File: config.mk
export PLATFORM = sky130hd
export DESIGN_NAME = fault_latch_suspend_sequencer
export DESIGN_NICKNAME = d
export VERILOG_FILES = /design/src/verilog/fault_seq_pkg.sv /design/src/verilog/fault_latch_suspend_sequencer.sv
export SDC_FILE = /design/constraint.sdc
export NUM_CORES = 1
export LEC_CHECK = 0
export BUFFER_PORTS_ARGS = -buffer_cell sky130_fd_sc_hd__buf_2
export CORE_ASPECT_RATIO = 0.75
export CORE_MARGIN = 2
export CORE_UTILIZATION = 49
export DETAILED_ROUTE_END_ITERATION = 8
export MAX_ROUTING_LAYER = met4
export PLACE_DENSITY = 0.84
export SETUP_SLACK_MARGIN = 0.4
export SKIP_LAST_GASP = 1
export SLEW_MARGIN = 20
export SYNTH_ARGS = -nofsm -noshare
export SYNTH_HDL_FRONTEND = slang
export SYNTH_SLANG_ARGS = --single-unit
File: constraint.sdc
create_clock -name sys_clk -period 3.6 [get_ports sys_clk]
set_input_delay 0 -clock sys_clk [delete_from_list [all_inputs] [get_ports sys_clk]]
set_output_delay 0 -clock sys_clk [all_outputs]
set_load 0.01 [all_outputs]
File: src/verilog/fault_seq_pkg.sv
/*
 * constants for the fault latch and suspend sequencer: strap level codes,
 * target code layout, blanking counts.
 * assumes a 50 MHz system clock; target codes are in 25 mV steps above 0 V.
 */
package fault_seq_pkg;
	localparam int unsigned SYS_CLK_HZ = 50000000;
	localparam int unsigned UV_BLANK_STEPS = 24;
	localparam logic [1:0] LVL_GND = 2'h0;
	localparam logic [1:0] LVL_MID = 2'h1;
	localparam logic [1:0] LVL_OPEN = 2'h2;
	localparam logic [1:0] LVL_SUPPLY = 2'h3;
	localparam int unsigned CODE_W = 7;
	// codes in 25 mV units: 0.675 V = 27, 1.075 V = 43
	localparam logic [6:0] LOWER_BANK_BASE = 7'h1B;
	localparam logic [6:0] UPPER_BANK_BASE = 7'h2B;
	localparam logic [6:0] ZERO_CODE = 7'h00;
	localparam logic [4:0] BLANK_CNT_RESET = 5'h00;
endpackage

File: src/verilog/fault_latch_suspend_sequencer.sv
/*
 * fault latch, soft-shutdown ramp, no-fault test mode, suspend target decode
 * and alternating on-time trigger gating of a dual-phase step-down controller.
 * assumes comparator and pin inputs are asynchronous to sys_clk; step_tick
 * is a one-cycle pulse from the slew clock divider in this domain.
 */
// Function
// - undervoltage masked during target moves and 24 step clocks after arrival
// - over-temperature sets fault latch and ramps target toward zero
// - after faulted ramp reaches zero, low gates on, high gates off
// - latch clears only by power_down_n toggle, power loss or test mode entry; thermal waits cool
// - test mode ignores overvoltage, undervoltage, thermal faults; overlap disabled
// - entering test mode clears a set fault latch
// - suspend target is bank base plus 25 mV times strap index
// - on-time starts only with comparator low, valley ok, off-time expired
// - on-time triggers alternate between main and secondary phases
`timescale 1ns/1ns
module fault_latch_suspend_sequencer (
	// clock and reset
	input wire logic sys_clk,
	input wire logic srst,
	// host pins
	input wire logic power_down_n,
	input wire logic test_mode_level,
	input wire logic suspend_hi,
	input wire logic suspend_mid,
	input wire logic [1:0] suspend_code_lo,
	input wire logic [1:0] suspend_code_hi,
	input wire logic vcc_ok,
	// analog comparators and timers
	input wire logic over_temp,
	input wire logic temp_cooled,
	input wire logic over_voltage,
	input wire logic undervoltage_trip,
	input wire logic error_comp_low,
	input wire logic valley_ok_main,
	input wire logic valley_ok_sec,
	input wire logic min_off_done,
	input wire logic step_tick,
	input wire logic [6:0] normal_target,
	// outputs
	output logic [6:0] target_code,
	output logic fault_latched,
	output logic uv_masked,
	output logic test_mode,
	output logic overlap_enable,
	output logic low_side_gate_main,
	output logic low_side_gate_sec,
	output logic high_side_gate_main,
	output logic high_side_gate_sec,
	output logic on_trigger_main,
	output logic on_trigger_sec
);
	localparam int NI = 13;
	// two-flop synchronisers for all asynchronous inputs
	logic [NI-1:0] async_in, s1_reg, s2_reg;
	logic [1:0] lo_s1_reg, lo_s2_reg, hi_s1_reg, hi_s2_reg;
	assign async_in = {power_down_n, test_mode_level, suspend_hi, suspend_mid, vcc_ok,
		over_temp, temp_cooled, over_voltage, undervoltage_trip, error_comp_low,
		valley_ok_main, valley_ok_sec, min_off_done};
	always_ff @(posedge sys_clk) begin
		if (srst) begin
			s1_reg <= '0;
			s2_reg <= '0;
			lo_s1_reg <= 2'h0;
			lo_s2_reg <= 2'h0;
			hi_s1_reg <= 2'h0;
			hi_s2_reg <= 2'h0;
		end else begin
			s1_reg <= async_in;
			s2_reg <= s1_reg;
			lo_s1_reg <= suspend_code_lo;
			lo_s2_reg <= lo_s1_reg;
			hi_s1_reg <= suspend_code_hi;
			hi_s2_reg <= hi_s1_reg;
		end
	end
	logic pdn_s, tm_s, shi_s, smid_s, vok_s, ot_s, cool_s, ov_s, uv_s, ec_s, vm_s, vs_s, mo_s;
	assign {pdn_s, tm_s, shi_s, smid_s, vok_s, ot_s, cool_s, ov_s, uv_s, ec_s, vm_s, vs_s,
		mo_s} = s2_reg;

	function automatic logic [6:0] bank_code(input logic [6:0] base, input logic [1:0] hi,
		input logic [1:0] lo);
		bank_code = base + {3'h0, hi, lo};
	endfunction

	logic [6:0] target_reg, target_next, goal;
	logic fault_reg, fault_next, pdn_d_reg, tm_d_reg, thermal_reg, thermal_next;
	logic [4:0] blank_reg, blank_next;
	logic phase_reg, phase_next, trig_m_reg, trig_m_next, trig_s_reg, trig_s_next;
	logic lo_g_reg, lo_g_next, hi_g_reg, hi_g_next, at_goal;

	always_comb begin
		if (fault_reg || !pdn_s)
			goal = fault_seq_pkg::ZERO_CODE;
		else if (shi_s)
			goal = bank_code(fault_seq_pkg::LOWER_BANK_BASE, hi_s2_reg, lo_s2_reg);
		else if (smid_s)
			goal = bank_code(fault_seq_pkg::UPPER_BANK_BASE, hi_s2_reg, lo_s2_reg);
		else
			goal = normal_target;
		at_goal = (target_reg == goal);
		target_next = target_reg;
		if (step_tick && !at_goal)
			target_next = (target_reg < goal) ? target_reg + 7'h01 : target_reg - 7'h01;
		blank_next = blank_reg;
		if (!at_goal)
			blank_next = 5'(fault_seq_pkg::UV_BLANK_STEPS);
		else if (step_tick && blank_reg != fault_seq_pkg::BLANK_CNT_RESET)
			blank_next = blank_reg - 5'h01;
		thermal_next = thermal_reg;
		fault_next = fault_reg;
		if (tm_s && !tm_d_reg) begin
			fault_next = 1'b0;
			thermal_next = 1'b0;
		end else if (!tm_s && (ot_s || ov_s || (uv_s && blank_reg == 5'h00 && at_goal))) begin
			fault_next = 1'b1;
			thermal_next = thermal_reg | ot_s;
		end else if (!vok_s || (pdn_s && !pdn_d_reg && (!thermal_reg || cool_s))) begin
			fault_next = 1'b0;
			thermal_next = 1'b0;
		end
		lo_g_next = fault_reg && target_reg == fault_seq_pkg::ZERO_CODE;
		hi_g_next = 1'b0;
		trig_m_next = 1'b0;
		trig_s_next = 1'b0;
		phase_next = phase_reg;
		if (!fault_reg && pdn_s && ec_s && mo_s && !trig_m_reg && !trig_s_reg) begin
			if (!phase_reg && vm_s) begin
				trig_m_next = 1'b1;
				phase_next = 1'b1;
			end else if (phase_reg && vs_s) begin
				trig_s_next = 1'b1;
				phase_next = 1'b0;
			end
		end
	end

	always_ff @(posedge sys_clk) begin
		if (srst) begin
			target_reg <= fault_seq_pkg::ZERO_CODE;
			blank_reg <= 5'(fault_seq_pkg::UV_BLANK_STEPS);
			fault_reg <= 1'b0;
			thermal_reg <= 1'b0;
			pdn_d_reg <= 1'b0;
			tm_d_reg <= 1'b0;
			phase_reg <= 1'b0;
			trig_m_reg <= 1'b0;
			trig_s_reg <= 1'b0;
			lo_g_reg <= 1'b0;
			hi_g_reg <= 1'b0;
		end else begin
			target_reg <= target_next;
			blank_reg <= blank_next;
			fault_reg <= fault_next;
			thermal_reg <= thermal_next;
			pdn_d_reg <= pdn_s;
			tm_d_reg <= tm_s;
			phase_reg <= phase_next;
			trig_m_reg <= trig_m_next;
			trig_s_reg <= trig_s_next;
			lo_g_reg <= lo_g_next;
			hi_g_reg <= hi_g_next;
		end
	end

	// overlap is the inverse of test mode; registered copies so outputs come from flops
	logic tm_o_reg, uvm_reg, ovl_reg;
	always_ff @(posedge sys_clk) begin
		if (srst) begin
			tm_o_reg <= 1'b0;
			ovl_reg <= 1'b1;
			uvm_reg <= 1'b1;
		end else begin
			tm_o_reg <= tm_s;
			ovl_reg <= !tm_s;
			uvm_reg <= !at_goal || blank_reg != 5'h00 || tm_s;
		end
	end
	assign target_code = target_reg;
	assign fault_latched = fault_reg;
	assign uv_masked = uvm_reg;
	assign test_mode = tm_o_reg;
	assign overlap_enable = ovl_reg;
	assign low_side_gate_main = lo_g_reg;
	assign low_side_gate_sec = lo_g_reg;
	assign high_side_gate_main = hi_g_reg;
	assign high_side_gate_sec = hi_g_reg;
	assign on_trigger_main = trig_m_reg;
	assign on_trigger_sec = trig_s_reg;

	property p_ot_fault;
		@(posedge sys_clk) disable iff (srst) (ot_s && !tm_s) |=> fault_reg;
	endproperty
	a_ot_fault: assert property (p_ot_fault) else $error("thermal fault not latched");
	property p_gates;
		@(posedge sys_clk) disable iff (srst)
		(fault_reg && target_reg == 7'h00) ##1 fault_reg |-> lo_g_reg && !hi_g_reg;
	endproperty
	a_gates: assert property (p_gates) else $error("safe gate state missing");
	property p_uv_blank;
		@(posedge sys_clk) disable iff (srst)
		!at_goal |=> blank_reg == 5'(fault_seq_pkg::UV_BLANK_STEPS);
	endproperty
	a_uv_blank: assert property (p_uv_blank) else $error("blank count not loaded");
	property p_tm_ignore;
		@(posedge sys_clk) disable iff (srst) (tm_s && !fault_reg) |=> !fault_reg;
	endproperty
	a_tm_ignore: assert property (p_tm_ignore) else $error("fault set in test mode");
	property p_tm_clear;
		@(posedge sys_clk) disable iff (srst) (tm_s && !tm_d_reg) |=> !fault_reg;
	endproperty
	a_tm_clear: assert property (p_tm_clear) else $error("test entry kept fault");
	property p_hold;
		@(posedge sys_clk) disable iff (srst)
		(fault_reg && vok_s && !tm_s && !(pdn_s && !pdn_d_reg)) |=> fault_reg;
	endproperty
	a_hold: assert property (p_hold) else $error("fault cleared without cause");
	property p_trig;
		@(posedge sys_clk) disable iff (srst)
		trig_m_reg |-> $past(ec_s) && $past(mo_s) && $past(vm_s);
	endproperty
	a_trig: assert property (p_trig) else $error("trigger without conditions");
	property p_alt;
		@(posedge sys_clk) disable iff (srst) trig_m_reg |=> !trig_m_reg [*3];
	endproperty
	a_alt: assert property (p_alt) else $error("main phase triggered twice");
endmodule

# [After elaboration in Yosys (flattened, before gate mapping)]
# Index checks and enable logic that the tools add are counted.
# W data, S select, Z words.
[totals] regBits=56 latch_bits=0 mem_bits_rw=0 romBits=0 input_bits=27 word_cells=83 mem_count=0
[classes] n_addsub=5 multipliers=0 n_div=0 n_lt_le_gt_ge=1 eq_ne=1 n_shift=0 mux=11 n_bitwise=3 reduce_logical=44
[op_table] op="$mux W7" n=4
[op_table] op="$logic_and A1 B1 Y1" n=16
[op_table] op="$logic_not A1 Y1" n=11
[op_table] op="$add A6 B4 Y7 const A" n=1
[op_table] op="$add A7 B1 Y7 const B" n=1
[op_table] op="$eq A7 B7 Y1" n=1
[op_table] op="$logic_not A7 Y1" n=1
[op_table] op="$logic_or A1 B1 Y1" n=7
[op_table] op="$lt A7 B7 Y1" n=1
[op_table] op="$mux W1" n=7
[op_table] op="$sub A7 B1 Y7 const B" n=1
[op_table] op="$add A5 B4 Y6 const A" n=1
[op_table] op="$reduce_or A2 Y1" n=3
[op_table] op="$logic_not A5 Y1" n=1
[op_table] op="$reduce_bool A5 Y1" n=1
[op_table] op="$sub A5 B1 Y5 const B" n=1
[op_table] op="$reduce_bool A2 Y1" n=2
[op_table] op="$reduce_or A3 Y1" n=1
[op_table] op="$not A1 Y1" n=2
[op_table] op="$reduce_and A2 Y1" n=1
[op_table] op="$or A1 B1 Y1" n=1

# [Logic depth before layout (Yosys ltp)]
[depth] word_depth=9 mapped_depth=19 depth_no_buf=19

# [Worst setup path after synthesis]
# No wires, ideal clock.
[synth_timing] path_kind="register to register" start="register lo_s2_reg[0]" end="register target_reg[6], in the netlist target_code[6]" setup_ps=70 t_arrival_ps=3305 slack_ps=225 stages_incl_launch_ff=17 path_buffers=0 path_cell_list="dfxtp_1 > inv_1 > ha_1 > xor2_1 > o21ai_0 > nand2_1 > ha_1 > nor2b_4 > a221oi_2 > o221ai_2 > fa_1 > a211oi_1 > o21bai_1 > a21oi_1 > xor2_1 > or3_1 > a21oi_1"
[synth_between] elab_chain_cells=7 word_cells_on_any_way=10 classes_between="add/sub: 2; order compare: 1; eq/ne: 1; mux: 4; reduce/logical: 2"
[synth_rtl] element="start: declaration" line_no="fault_latch_suspend_sequencer.sv:57" source="logic [1:0] lo_s1_reg, lo_s2_reg, hi_s1_reg, hi_s2_reg;"
[synth_rtl] element="start signal: assignment" line_no="fault_latch_suspend_sequencer.sv:73" source="lo_s2_reg <= lo_s1_reg;"
[synth_rtl] element="$add A6 B4 Y7" line_no="fault_latch_suspend_sequencer.sv:84" source="bank_code = base + {3'h0, hi, lo};"
[synth_rtl] element="$mux W7" line_no="fault_latch_suspend_sequencer.sv:98" source="else if (smid_s)"
[synth_rtl] element="$mux W7 *" line_no="fault_latch_suspend_sequencer.sv:96" source="else if (shi_s)"
[synth_rtl] element="$mux W7 *" line_no="fault_latch_suspend_sequencer.sv:94" source="if (fault_reg || !pdn_s)"
[synth_rtl] element="branches (longest 3 deep; another with $lt A7 B7 Y1)"
[synth_rtl] element="end signal: assignment" line_no="fault_latch_suspend_sequencer.sv:141" source="target_reg <= fault_seq_pkg::ZERO_CODE;"
[synth_rtl] element="end signal: assignment" line_no="fault_latch_suspend_sequencer.sv:153" source="target_reg <= target_next;"
[synth_rtl] element="end: declaration" line_no="fault_latch_suspend_sequencer.sv:87" source="logic [6:0] target_reg, target_next, goal;"
# Mark *: on every way between the ends.
# A chain may end at the register's enable or synchronous reset.

# [Final worst setup path]
[layout_timing] start="register fault_reg, in the netlist fault_latched" end="register target_reg[6], in the netlist target_code[6]"
[layout_between] elab_chain_cells=5 word_cells_on_any_way=7 classes_between="order compare: 1; eq/ne: 1; mux: 2; reduce/logical: 3"
[layout_rtl] element="start: declaration" line_no="fault_latch_suspend_sequencer.sv:88" source="logic fault_reg, fault_next, pdn_d_reg, tm_d_reg, thermal_reg, thermal_next;"
[layout_rtl] element="start signal: assignment" line_no="fault_latch_suspend_sequencer.sv:155" source="fault_reg <= fault_next;"
[layout_rtl] element="$logic_or A1 B1 Y1 *" line_no="fault_latch_suspend_sequencer.sv:94"
[layout_rtl] element="$mux W7 *" line_no="fault_latch_suspend_sequencer.sv:94"
[layout_rtl] element="branches (longest 3 deep; another with $lt A7 B7 Y1)"
# Marked as above.

==> run summary <==
Pwr
• **portion of total power attributed to sequential cells** 30.0%
• **combinational fraction of design power** 56.9%
• **switching power summed over all nets** 0.001042 W
• **worst voltage drop across the vdd grid** 0.6018 mV
• **power per unit of standard cell area** 863.5 nW/um2
• **Clk pwr share** 13.1%
• **net switching share of the total power** 40.10%
• **Internal Dissipation** 0.001556 W
• **leakage power of the design** 1.285 nW

Placement
• **final HPWL from detailed placement** 3131 um
• **Setup WS pre-CTS** 0.09126 ns
• **Area after DPL** 2572 um2
• **count of buffers from port buffering** 41
• **final weighted congestion of routability-driven global placement** 0.8711

Floorplan
• **effective utilization at floorplan** 51.41%
• **DIE AREA** 5285 um2
• **count of boundary I/O pins** 44
• **total number of placement rows** 21
• **Die Y** 63.46 um
• **Core Box Area** 4493 um2
• **die outline width** 83.28 um

Setup path
• **category of cells accounting for the largest share of critical-path delay** compound AO/OA/AOI/OAI gates
• **Critical Path Sink** target_code[6]
• **CP Buf/Inv Count** 0
• **crit path DAT** 3.61 ns
• **reg2reg end** target_code[6]
• **Worst path slowest cell** fa_2
• **Setup CP Type** reg -> reg
• **maximum net fanout on the critical path** 8
• **library cell appearing most often on the critical path** a21oi_2
• **critical path endpoint category** flip-flop
• **crit-path max cell delay** 0.45 ns
• **crit path launch** fault_latched
• **required time of the critical path** 3.85 ns
• **stages on the worst setup path** 13
• **sort of element at the start of the critical path** flip-flop
• **FF-to-FF Start** fault_latched
• **worst-path cell chain** nor2_4, o311ai_0, ha_1, a21o_1, a21oi_2, o221ai_4, fa_2, a211oi_2, o21bai_1, a21oi_2, xor2_1, or3_1, a21oi_2
• **Worst Reg2Reg Path Length in Cells** 13
• **register-to-register setup slack** 0.23 ns

Synthesis
• **post-synthesis area per instance** 9.505 um2
• **Post-synth EDFFs** 0
• **sequential cell area fraction in the yosys report** 48.54%
• **count of unique library cells instantiated by Yosys** 39
• **Primary FF master, synth** dfxtp_1
• **flops & latches, synth** 56
• **number of warning messages in the yosys log** 0
• **post-synthesis cell area** 2310 um2
• **Async SR Flop Fraction** 0%
• **gate count of the mapped netlist** 243

Global route
• **maximum number of pins on one net before global-route repair** 52
• **global-route wire length before repair** 7424 um
• **vias in the first global route** 1684
• **Overflow after GRT** 0
• **number of antenna violations at the first check in global routing** 0
• **total routing usage reported by global routing** 18.19%

STA
• **Highest Clock Rate** 296.9 MHz
• **setup repair after global routing missed its margin** yes
• **worst-margin pin slew** 0.8691 ns
• **Total Neg Setup Slack** 0 ns
• **hold violation count in the final report** 0
• **share of the cycle needed by the critical path after routing** 93.56%
• **worst rel slew slack** 42.06%
• **final setup slack of the worst path** 0.2319 ns
• **minimum clock period after layout** 3.368 ns
• **final setup vio count** 0
• **Worst Skew** 0.007362 ns
• **Final Max Tran Viols** 0

CTS
• **Clk Tree Root Cell** clkbuf_8
• **TritonCTS clock tree** yes
• **clock net sink count** 56
• **Clock Path Buffers** 2
• **TritonCTS buffer count** 5
• **depth of the CTS H-tree** 2
• **clock edge transition at the registers on the reported setup and hold paths** 0.10 ns
• **clock insertion delay at the later pin of the skew report** 0.31 ns

Job
• **max-capacitance violation count** 0

Cells and area
• **final-stage net count** 350
• **fraction of final layout cells with drive strength greater than 1** 25.97%
• **area added between synthesis and finish** 30.23%
• **antenna diode instance count** 0
• **post-route cell area** 3008 um2
• **Util after Layout** 66.95%

Routing
• **vias after detailed routing** 1834
• **total length of routed wires** 4909 um
• **wire length per cell after detailed routing** 13.45 um
• **DRC violation count after routing** 0
• **count of nets left with antenna violations after detail routing** 0
• **number of vias per cell** 5.025
• **1st-pass router iterations** 4
• **iteration-0 DRC count of the detailed router** 79

Worst hold path
• **HP Class** in -> reg

Status
• **outcome** finished clean

[metal layers]
layer  vias up  GRT usage, %  part of all wire [%]  wire length [um]
li1        938             -                     -                 -
met1       832         21.79                    46              2235
met2        52         30.04                    49              2384
met3        12         4.194                   4.2               206
met4         0         6.967                   1.7                82
met5         -             -                     0                 0
[final cells by class]
type | instances | area [um2]
fill | 356 | 1485
inverter | 10 | 37.54
timing repair buffer | 65 | 441.7
tap | 57 | 71.32
clock inverter | 2 | 16.27
sequential | 56 | 1124
clock buffer | 6 | 72.57
multi-input combinational | 169 | 1245
[worst min-delay path by stage]
stage | end | depth (start not counted) | slack [ns] | start
floorplan | hi_s1_reg[0] | 1 | 0.13 | suspend_code_hi[0]
global placement | s1_reg[2] | 2 | 0.21 | valley_ok_main
detailed placement | s1_reg[1] | 2 | 0.21 | valley_ok_sec
CTS | target_code[3] | 2 | 0.28 | srst
global route | target_code[0] | 2 | 0.34 | srst
finish | target_code[0] | 2 | 0.29 | srst
[stage by stage]
| step | cells | hold slack [ns] | power (W) |
|---|---|---|---|
| after CTS | 363 | 0.2849 | 0.002289 |
| final | 365 | 0.2893 | 0.002597 |
| after detailed placement | 333 | 0.2116 | 0.001830 |
| after global placement | 333 | 0.2063 | 0.001766 |
| after global routing | 365 | 0.3376 | 0.002776 |
| after floorplan | 244 | 0.1282 | 0.001605 |
[timing repair]
item / in CTS / in global routing
endpoints found under the setup margin: 3 / 4
setup buffers: 4 / 2
hold endpoints to repair: 18 / 0
pin swaps: 3 / 9
gates resized for setup: 4 / 22
hold buffers: 18 / 0
[power by group through the flow]
stage	Clock, W	Combinational (W)	Sequential (W)
2_1_floorplan	0	0.000826	0.000778
3_3_place_gp	0	0.000987	0.000779
3_5_place_dp	0	0.00105	0.000784
4_1_cts	0.000343	0.00118	0.000771
5_1_grt	0.000374	0.00161	0.000790
6_report	0.000340	0.00148	0.000779
[Yosys cell counts, drive strengths merged (2+ instances only)]
| library cell | n | area, um2 |
|---|---|---|
| xor2 | 5 | 43.79 |
| nor2 | 24 | 90.09 |
| nor3 | 6 | 30.03 |
| dfxtp | 56 | 1121 |
| nand2 | 17 | 63.81 |
| or3 | 2 | 12.51 |
| a211oi | 3 | 22.52 |
| nor4 | 2 | 12.51 |
| nor2b | 37 | 239.0 |
| nand4 | 3 | 18.77 |
| nor4b | 2 | 23.77 |
| nand3b | 2 | 15.01 |
| nand3 | 4 | 20.02 |
| a21oi | 15 | 75.07 |
| clkbuf | 4 | 15.01 |
| o21ai | 10 | 50.04 |
| a21o | 3 | 22.52 |
| xnor2 | 4 | 35.03 |
| ha | 15 | 187.7 |
| inv | 10 | 37.54 |
| buf | 5 | 41.29 |
[cells in the final DEF (no fill, tap or decap), types with 6 or more instances in the layout]
master	synthesis	routed
nand2_1	17	17
a21oi_1	15	11
inv_1	10	8
nor2b_1	36	36
ha_1	15	9
dfxtp_1	56	54
nor3_1	6	6
nor2_1	24	22
dlygate4sd3_1	0	18
buf_2	0	41
[cell families (layout without fill, tap and decap cells)]
family	after synthesis	after routing	share of synthesized area, %
AO/OA/AOI/OAI	37	37	10.13
XOR/XNOR	9	9	3.413
adder cells (fa/ha/maj)	16	16	8.992
buffers and inverters	19	83	4.063
flip-flops	56	56	48.54
multiplexers	1	1	0.4334
other	1	2	0.1624
AND/OR/NAND/NOR	104	104	24.27
Power figures use the tool's default switching activity.
